$ cat src/shared/bus_pin_mux_pkg.sv
// constants, register map and carrier types for the bus control pin multiplexer
package bus_pin_mux_pkg;

   // register byte offsets on the AXI4-Lite slave
   localparam logic [7:0] ADDR_FUNC_SEL = 8'h00;
   localparam logic [7:0] ADDR_PORT_DATA = 8'h04;
   localparam logic [7:0] ADDR_PORT_DIR = 8'h08;
   localparam logic [7:0] ADDR_PIN_STATE = 8'h0c;
   localparam logic [7:0] ADDR_STATUS = 8'h10;

   // values after reset: every pin starts as a port input
   localparam logic [9:0] FUNC_SEL_RST = 10'h000;
   localparam logic [7:0] PORT_DATA_RST = 8'h00;
   localparam logic [7:0] PORT_DIR_RST = 8'h00;

   // status field positions
   localparam int STAT_SYS_RUN = 0;
   localparam int STAT_MEM_RUN = 1;
   localparam int STAT_STANDBY = 2;
   localparam int STAT_SLEEP = 3;
   localparam int STAT_STOP = 4;

   // AXI response codes
   localparam logic [1:0] RESP_OKAY = 2'h0;
   localparam logic [1:0] RESP_SLVERR = 2'h2;

   // clock: 100 MHz core, bus clock half period in core cycles
   localparam int CLK_PERIOD_NS = 10;
   localparam int BUS_HALF_NS = 20;
   localparam int BUS_HALF_CYC_DEF = (BUS_HALF_NS + CLK_PERIOD_NS - 1) / CLK_PERIOD_NS;

   // function settings, one enable per shared pin function
   typedef struct packed {
      logic sram_mode; // write strobe pins carry byte masks
      logic we_en; // bit 8: 16-bit SRAM write strobe
      logic cas_en; // bit 7: column address strobe
      logic adv_en; // bit 6: burst address advance
      logic load_en; // bit 5: burst address load
      logic addr_strobe_en; // bit 4: address strobe
      logic reinput_en; // bit 3: SDRAM clock re-input
      logic mclk_en; // bit 2: memory clock
      logic cke_en; // bit 1: SDRAM clock enable
      logic sys_clk_en; // bit 0: system clock
   } func_sel_type;

   // strobes arriving from the external bus controller
   typedef struct packed {
      logic wr1;
      logic wr0;
      logic upper_byte_mask;
      logic lower_byte_mask;
      logic we;
      logic cas;
      logic burst_address_advance_out;
      logic burst_address_load_out;
      logic address_strobe_out;
      logic cke;
   } bus_strobe_type;

endpackage : bus_pin_mux_pkg

$ cat src/logic/bus_control_pin_mux.sv
// shared clock and bus strobe pin multiplexer with AXI4-Lite control registers
//
// Chosen here: the address map and register access over AXI4-Lite.
`timescale 1ns/1ps
`default_nettype none

module bus_control_pin_mux
   import bus_pin_mux_pkg::*;
#(
   parameter int unsigned BUS_HALF = BUS_HALF_CYC_DEF
) (
   input wire logic CLK_I,
   input wire logic ARST_N_I,
   input wire logic [7:0] S_AXI_AWADDR,
   input wire logic S_AXI_AWVALID,
   output logic S_AXI_AWREADY,
   input wire logic [31:0] S_AXI_WDATA,
   input wire logic [3:0] S_AXI_WSTRB,
   input wire logic S_AXI_WVALID,
   output logic S_AXI_WREADY,
   output logic [1:0] S_AXI_BRESP,
   output logic S_AXI_BVALID,
   input wire logic S_AXI_BREADY,
   input wire logic [7:0] S_AXI_ARADDR,
   input wire logic S_AXI_ARVALID,
   output logic S_AXI_ARREADY,
   output logic [31:0] S_AXI_RDATA,
   output logic [1:0] S_AXI_RRESP,
   output logic S_AXI_RVALID,
   input wire logic S_AXI_RREADY,
   input wire logic SLEEP_I,
   input wire logic STOP_I,
   input wire logic HARDWARE_STANDBY_IN_I,
   input wire bus_strobe_type STROBE_I,
   input wire logic [7:0] PIN_I,
   output logic [7:0] PIN_O,
   output logic [7:0] PIN_OE_O,
   output logic CLK_REIN_O,
   output logic WR0_O,
   output logic WR1_O
);

   func_sel_type func_r;
   logic [7:0] data_r;
   logic [7:0] dir_r;
   logic aw_hold_r;
   logic w_hold_r;
   logic [7:0] awaddr_r;
   logic [31:0] wdata_r;
   logic [3:0] wstrb_r;
   logic bvalid_r;
   logic [1:0] bresp_r;
   logic rvalid_r;
   logic [1:0] rresp_r;
   logic [31:0] rdata_r;
   logic [7:0] pin_meta_r;
   logic [7:0] pin_sync_r;
   logic stby_meta_r;
   logic stby_sync_r;
   logic [7:0] div_cnt_r;
   logic bus_ck_r;
   logic sys_ck_r;
   logic mem_ck_r;
   logic [7:0] pin_out_r;
   logic [7:0] pin_oe_r;
   logic wr0_r;
   logic wr1_r;
   logic [7:0] pin_out_nxt;
   logic [7:0] pin_oe_nxt;
   logic [7:0] port_mode;
   logic sys_halt;
   logic mem_halt;
   logic do_write;
   logic [31:0] read_mux;
   logic read_hit;

   // merge written bytes into an old word under the byte strobes
   function automatic logic [31:0] merge_bytes(input logic [31:0] old_w,
                                              input logic [31:0] new_w,
                                              input logic [3:0] strb);
      logic [31:0] res;
      res = old_w;
      for (int i = 0; i < 4; i++) begin
         if (strb[i]) begin
            res[i*8 +: 8] = new_w[i*8 +: 8];
         end
      end
      return res;
   endfunction : merge_bytes

   // two-flop synchronisers for the pins and the standby input
   always_ff @(posedge CLK_I or negedge ARST_N_I) begin
      if (!ARST_N_I) begin
         pin_meta_r <= 8'h00;
         pin_sync_r <= 8'h00;
         stby_meta_r <= 1'b0;
         stby_sync_r <= 1'b0;
      end else begin
         pin_meta_r <= PIN_I;
         pin_sync_r <= pin_meta_r;
         stby_meta_r <= HARDWARE_STANDBY_IN_I;
         stby_sync_r <= stby_meta_r;
      end
   end

   // write channel: address and data taken in either order
   assign S_AXI_AWREADY = !aw_hold_r && !bvalid_r;
   assign S_AXI_WREADY = !w_hold_r && !bvalid_r;
   assign do_write = aw_hold_r && w_hold_r && !bvalid_r;

   always_ff @(posedge CLK_I or negedge ARST_N_I) begin
      if (!ARST_N_I) begin
         aw_hold_r <= 1'b0;
         w_hold_r <= 1'b0;
         awaddr_r <= 8'h00;
         wdata_r <= 32'h0000_0000;
         wstrb_r <= 4'h0;
      end else begin
         if (S_AXI_AWVALID && S_AXI_AWREADY) begin
            aw_hold_r <= 1'b1;
            awaddr_r <= S_AXI_AWADDR;
         end else if (do_write) begin
            aw_hold_r <= 1'b0;
         end
         if (S_AXI_WVALID && S_AXI_WREADY) begin
            w_hold_r <= 1'b1;
            wdata_r <= S_AXI_WDATA;
            wstrb_r <= S_AXI_WSTRB;
         end else if (do_write) begin
            w_hold_r <= 1'b0;
         end
      end
   end

   // register updates and write response
   always_ff @(posedge CLK_I or negedge ARST_N_I) begin
      if (!ARST_N_I) begin
         func_r <= FUNC_SEL_RST;
         data_r <= PORT_DATA_RST;
         dir_r <= PORT_DIR_RST;
         bvalid_r <= 1'b0;
         bresp_r <= RESP_OKAY;
      end else begin
         if (do_write) begin
            bvalid_r <= 1'b1;
            bresp_r <= RESP_OKAY;
            unique case ({awaddr_r[7:2], 2'b00})
               ADDR_FUNC_SEL: begin
                  func_r <= func_sel_type'(10'(merge_bytes({22'h0, func_r}, wdata_r, wstrb_r)));
               end
               ADDR_PORT_DATA: begin
                  data_r <= 8'(merge_bytes({24'h0, data_r}, wdata_r, wstrb_r));
               end
               ADDR_PORT_DIR: begin
                  dir_r <= 8'(merge_bytes({24'h0, dir_r}, wdata_r, wstrb_r));
               end
               ADDR_PIN_STATE, ADDR_STATUS: begin
                  bresp_r <= RESP_OKAY; // read-only, write ignored
               end
               default: begin
                  bresp_r <= RESP_SLVERR;
               end
            endcase
         end else if (bvalid_r && S_AXI_BREADY) begin
            bvalid_r <= 1'b0;
         end
      end
   end

   assign S_AXI_BVALID = bvalid_r;
   assign S_AXI_BRESP = bresp_r;

   // read decode
   always_comb begin
      read_mux = 32'h0000_0000;
      read_hit = 1'b1;
      unique case ({S_AXI_ARADDR[7:2], 2'b00})
         ADDR_FUNC_SEL: read_mux = {22'h0, func_r};
         ADDR_PORT_DATA: read_mux = {24'h0, data_r};
         ADDR_PORT_DIR: read_mux = {24'h0, dir_r};
         ADDR_PIN_STATE: read_mux = {24'h0, pin_sync_r};
         ADDR_STATUS: begin
            read_mux[STAT_SYS_RUN] = func_r.sys_clk_en && !sys_halt;
            read_mux[STAT_MEM_RUN] = func_r.mclk_en && !mem_halt;
            read_mux[STAT_STANDBY] = stby_sync_r;
            read_mux[STAT_SLEEP] = SLEEP_I;
            read_mux[STAT_STOP] = STOP_I;
         end
         default: read_hit = 1'b0;
      endcase
   end

   // read channel: one read under way, answered the cycle after the address
   assign S_AXI_ARREADY = !rvalid_r;

   always_ff @(posedge CLK_I or negedge ARST_N_I) begin
      if (!ARST_N_I) begin
         rvalid_r <= 1'b0;
         rresp_r <= RESP_OKAY;
         rdata_r <= 32'h0000_0000;
      end else begin
         if (S_AXI_ARVALID && S_AXI_ARREADY) begin
            rvalid_r <= 1'b1;
            rdata_r <= read_mux;
            rresp_r <= read_hit ? RESP_OKAY : RESP_SLVERR;
         end else if (rvalid_r && S_AXI_RREADY) begin
            rvalid_r <= 1'b0;
         end
      end
   end

   assign S_AXI_RVALID = rvalid_r;
   assign S_AXI_RDATA = rdata_r;
   assign S_AXI_RRESP = rresp_r;

   // bus clock divider; both clock outputs follow it
   always_ff @(posedge CLK_I or negedge ARST_N_I) begin
      if (!ARST_N_I) begin
         div_cnt_r <= 8'h00;
         bus_ck_r <= 1'b0;
      end else if (div_cnt_r == 8'(BUS_HALF - 1)) begin
         div_cnt_r <= 8'h00;
         bus_ck_r <= !bus_ck_r;
      end else begin
         div_cnt_r <= div_cnt_r + 8'h01;
      end
   end

   // clock gating by power mode; halts hold the clock low
   assign sys_halt = STOP_I || stby_sync_r;
   assign mem_halt = SLEEP_I || STOP_I || stby_sync_r;

   always_ff @(posedge CLK_I or negedge ARST_N_I) begin
      if (!ARST_N_I) begin
         sys_ck_r <= 1'b0;
         mem_ck_r <= 1'b0;
      end else begin
         sys_ck_r <= sys_halt ? 1'b0 : bus_ck_r;
         mem_ck_r <= mem_halt ? 1'b0 : bus_ck_r;
      end
   end

   // pin function select; port mode is the fallback of every pin
   always_comb begin
      port_mode = 8'h00;
      port_mode[0] = !func_r.sys_clk_en;
      port_mode[1] = !func_r.cke_en;
      port_mode[2] = !func_r.mclk_en;
      port_mode[3] = !func_r.reinput_en;
      port_mode[4] = !func_r.load_en && !func_r.addr_strobe_en;
      port_mode[5] = !func_r.adv_en && !func_r.cas_en;
      port_mode[6] = !func_r.cas_en;
      port_mode[7] = !func_r.we_en;
      pin_out_nxt[0] = sys_ck_r;
      pin_out_nxt[1] = STROBE_I.cke;
      pin_out_nxt[2] = mem_ck_r;
      pin_out_nxt[3] = 1'b0;
      // load wins over address strobe when both are set
      pin_out_nxt[4] = func_r.load_en ? STROBE_I.burst_address_load_out
                                     : STROBE_I.address_strobe_out;
      // column strobe lives on pin 6; pin 5 idles high when only it is set
      pin_out_nxt[5] = func_r.adv_en ? STROBE_I.burst_address_advance_out : 1'b1;
      pin_out_nxt[6] = STROBE_I.cas;
      pin_out_nxt[7] = STROBE_I.we;
      pin_oe_nxt = 8'hf7;
      for (int i = 0; i < 8; i++) begin
         if (port_mode[i]) begin
            pin_out_nxt[i] = data_r[i];
            pin_oe_nxt[i] = dir_r[i];
         end
      end
   end

   // registered pin drivers and write strobe outputs
   always_ff @(posedge CLK_I or negedge ARST_N_I) begin
      if (!ARST_N_I) begin
         pin_out_r <= 8'h00;
         pin_oe_r <= 8'h00;
         wr0_r <= 1'b1;
         wr1_r <= 1'b1;
      end else begin
         pin_out_r <= pin_out_nxt;
         pin_oe_r <= pin_oe_nxt;
         wr0_r <= func_r.sram_mode ? STROBE_I.upper_byte_mask : STROBE_I.wr0;
         wr1_r <= func_r.sram_mode ? STROBE_I.lower_byte_mask : STROBE_I.wr1;
      end
   end

   assign PIN_O = pin_out_r;
   assign PIN_OE_O = pin_oe_r;
   assign WR0_O = wr0_r;
   assign WR1_O = wr1_r;
   // re-input is only meaningful while that pin is released to input
   assign CLK_REIN_O = func_r.reinput_en && pin_sync_r[3];

   localparam int TOG_MAX = 8;
endmodule : bus_control_pin_mux

`default_nettype wire

$ cat config.mk
export PLATFORM = sky130hd
export DESIGN_NAME = bus_control_pin_mux
export DESIGN_NICKNAME = d
export VERILOG_FILES = /design/src/shared/bus_pin_mux_pkg.sv /design/src/logic/bus_control_pin_mux.sv
export SDC_FILE = /design/constraint.sdc
export NUM_CORES = 1
export LEC_CHECK = 0
export BUFFER_PORTS_ARGS = -buffer_cell sky130_fd_sc_hd__buf_2
export CORE_MARGIN = 3
export CORE_UTILIZATION = 49
export CTS_CLUSTER_DIAMETER = 150
export DETAILED_ROUTE_END_ITERATION = 8
export PLACE_DENSITY = 0.88
export REMOVE_ABC_BUFFERS = 1
export SLEW_MARGIN = 20
export SYNTH_ARGS = -nofsm -noshare
export SYNTH_HDL_FRONTEND = slang
export SYNTH_SLANG_ARGS = --single-unit
$ cat constraint.sdc
create_clock -name CLK_I -period 2.2 [get_ports CLK_I]
set_input_delay 0.44 -clock CLK_I [delete_from_list [all_inputs] [get_ports CLK_I]]
set_output_delay 0.44 -clock CLK_I [all_outputs]
set_load 0.01 [all_outputs]
==> summary.txt <==
Drt
  • Pre-antenna DRT Iters: 4
  • Vias: 2794
  • Post-DRT Antenna Nets: 0
  • DR WL/cell: 16.40 um
  • DRC Markers: 0
  • Drt initial violations: 117
  • Vias/cell: 5.322
  • WL final: 8.610 mm

Critical path
  • Max FO, Critical Path: 8
  • Crit end category: register
  • CP max-delay cell: or4_1
  • Critical path's largest stage delay: 0.70 ns
  • Crit path kind: register to register
  • Worst-path cell chain: or4_1, nor4b_4, buf_12, mux2_2
  • CP arrival: 2.33 ns
  • Startpoint Class: register
  • CP required: 2.45 ns

Floorplan
  • Die X: 100.7 um
  • CORE AREA: 8464 um^2
  • Starting density of the core: 51.87%
  • Total die area: 10130 um^2
  • Chip height: 100.7 um
  • Site Rows: 33
  • I/O pins: 140

Clocking
  • # hold bufs at CTS: 0
  • H-tree level count: 3
  • # resized after CTS: 0
  • CTS tree: built
  • Clk sinks: 107
  • CTS Buffer Depth: 2
  • Clk Tree Root Cell: clkbuf_8
  • Clock transition at path regs: 0.09 ns
  • Post-CTS Setup Repair Bufs: 0
  • Clock latency at the later pin of the worst-skew pair: 0.36 ns
  • Number of buffers created by CTS: 9

Yosys
  • Cells after Synth: 318
  • Adder-Cell Fraction of Synth Area: 0.5700%
  • Mean Syn Cell Area: 13.81 um^2
  • Synth async-reset ratio: 100.0%
  • Synth Area in Compound Gates: 5.044%
  • Mapped Area: 4390 um^2
  • Synth cell types: 47
  • Sequential area share after synthesis: 61.04%
  • Simple-Gate Fraction of Synth Area: 10.17%
  • Mux contribution to synthesized area: 16.56%
  • Register bit count reported by yosys: 107
  • Largest family of logic cells by synthesized area: multiplexers
  • Synth warn: 0
  • Post-synth EDFFs: 0
  • Post-Synth XOR/XNOR Area: 1.197%
  • Most used DFF post-synth: dfrtp_1

Timing
  • Setup_tns: 0 ns
  • Setup violations, final: 0
  • Final Max Slew Viols: 0
  • Tmin final: 2.083 ns
  • Max Clock Freq: 480.1 MHz
  • Final hold violation count: 0
  • Worst slew margin: 52.79%
  • Final Cycle Share: 94.69%
  • Worst-Margin Slew: 0.7027 ns
  • Layout Skew: 0.008575 ns
  • RSZ-0062 raised after global routing: no

Cells and area
  • Ant. Diodes: 0
  • Fillers: 638
  • Final Instance Area: 5182 um^2
  • Fin nets: 497
  • Layout cells sized above 1: 43.33%
  • P&R area growth vs syn: 18.04%

Outcome
  • Run status: finished clean

Global routing
  • GRT Overall Usage: 18.01%
  • Initial antenna violation count: 0
  • Busiest grt layer: met2
  • Largest net degree at the start of global routing: 39
  • First-pass GRT wire length: 14.01 mm
  • M3 GR Usage: 3.183%
  • GRT met2 Usage: 30.03%
  • Remaining global-route overflow: 0
  • Vias in the first global route: 2799
  • Met1 Usage GRT: 23.52%

Hold path
  • Hold Path Class: primary input to asynchronous set/reset pin

Place
  • Post-place instance area: 4949 um^2
  • GPL Wtd Cong: 0.8162
  • Post-detail-place hpwl: 6.304 mm
  • Buffers on Ports: 87

Pwr
  • LEAKAGE: 2.596 nW
  • Max VDD drop: 0.0006222 V
  • Power Dens Cells: 1066 nW/um^2

Run
  • Max-cap violations: 0
-- per-layer routing --
| metal | part of all wire [%] | up-vias |
|---|---|---|
| li1 | - | 1283 |
| met1 | 40 | 1390 |
| met2 | 51 | 106 |
| met3 | 6.6 | 15 |
| met4 | 1.6 | 0 |
| met5 | 0 | - |
-- through the flow --
| step | setup WS [ns] | power (W) | util [%] | instances | hold slack [ns] |
|---|---|---|---|---|---|
| finish | 0.1169 | 0.005526 | 61.23 | 525 | 0.01147 |
| global route | 0.01977 | 0.005848 | 61.23 | 525 | 0.03038 |
| CTS | 0.1057 | 0.005592 | 61.23 | 525 | 0.01034 |
| detailed placement | 0.1368 | 0.004231 | 58.46 | 509 | 0.3396 |
| global placement | 0.1849 | 0.004142 | 58.46 | 509 | 0.3350 |
| floorplan | 0.1831 | 0.003714 | - | 308 | 0.1444 |
-- cells in the final DEF, fill, tap and decap left out, drive strengths merged, types with 5 or more instances in the layout --
master,Yosys,final
conb,1,24
buf,26,96
inv,5,7
nand4,5,5
nor2b,8,8
nand3,5,5
dfrtp,105,105
nor2,9,9
or2,5,5
nand2,8,8
clkbuf,7,11
o21ai,10,10
mux2,59,59
and2,5,5
-- layout make-up --
type | count | area (um^2) | area share (%)
tap | 105 | 131.4 | 2.535
sequential | 107 | 2680 | 51.71
inverter | 5 | 18.77 | 0.3621
clock buffer | 11 | 151.4 | 2.921
clock inverter | 5 | 82.58 | 1.593
timing repair buffer | 96 | 555.5 | 10.72
multi-input combinational | 196 | 1563 | 30.15
-- cell families after synthesis --
family                     count (synthesis)
and+or+nand+nor                           68
buffers and inverters                     38
other                                      1
adders and majority gates                  2
xor gates and xnor gates                   6
AOI/OAI and AO/OA                         32
muxes                                     64
DFF                                      107
-- flip-flops by register name (all words and copies together) (netlist names), 2 cells and up --
name / cells
PIN_O: 8
PIN_OE_O: 8
S_AXI_RDATA: 10
awaddr_r: 6
data_r: 8
dir_r: 8
div_cnt_r: 8
func_r: 10
pin_meta_r: 8
pin_sync_r: 8
wdata_r: 10
wstrb_r: 2
-- report_power, final --
group / internal [W] / leakage, nW / switching (W)
clock network: 0.000709 / 0.120 / 0.000639
registers: 0.00248 / 1.38 / 0.000427
logic: 0.000725 / 1.10 / 0.000544
-- synthesized netlist by cell type, types with 5 or more instances --
cell / instances / share of area (%)
buf_4: 24 / 4.1
clkbuf_1: 7 / 0.60
dfrtp_1: 105 / 60
inv_1: 5 / 0.43
mux2_2: 59 / 15
nand2_1: 8 / 0.68
nand3_1: 5 / 0.57
nand4_1: 5 / 0.71
nor2_1: 9 / 0.77
nor2b_1: 8 / 1.1
o21ai_0: 10 / 1.1
or2_2: 5 / 0.71
-- final timing paths --
check / end / slack [ns] / cells after the start / start
setup / recovery: dir_r[1] / 0.12 / 4 / awaddr_r[5]
hold / removal: pin_meta_r[6] / 0.01 / 1 / ARST_N_I
setup reg to reg: dir_r[1] / 0.12 / 4 / awaddr_r[5]
hold reg to reg: pin_sync_r[5] / 0.36 / 0 / pin_meta_r[5]
max in group asynchronous: WR1_O / 1.53 / 2 / ARST_N_I
min in group CLK_I: stby_meta_r / 0.17 / 1 / HARDWARE_STANDBY_IN_I
-- worst max-delay path: cells and delay by family (launching register included) --
family / cells / cell delay [ns]
buf+inv: 1 / 0.18
mux: 1 / 0.33
simple gates: 2 / 1.06
flops: 1 / 0.40
Note: power is estimated with default switching activity, not from simulation.
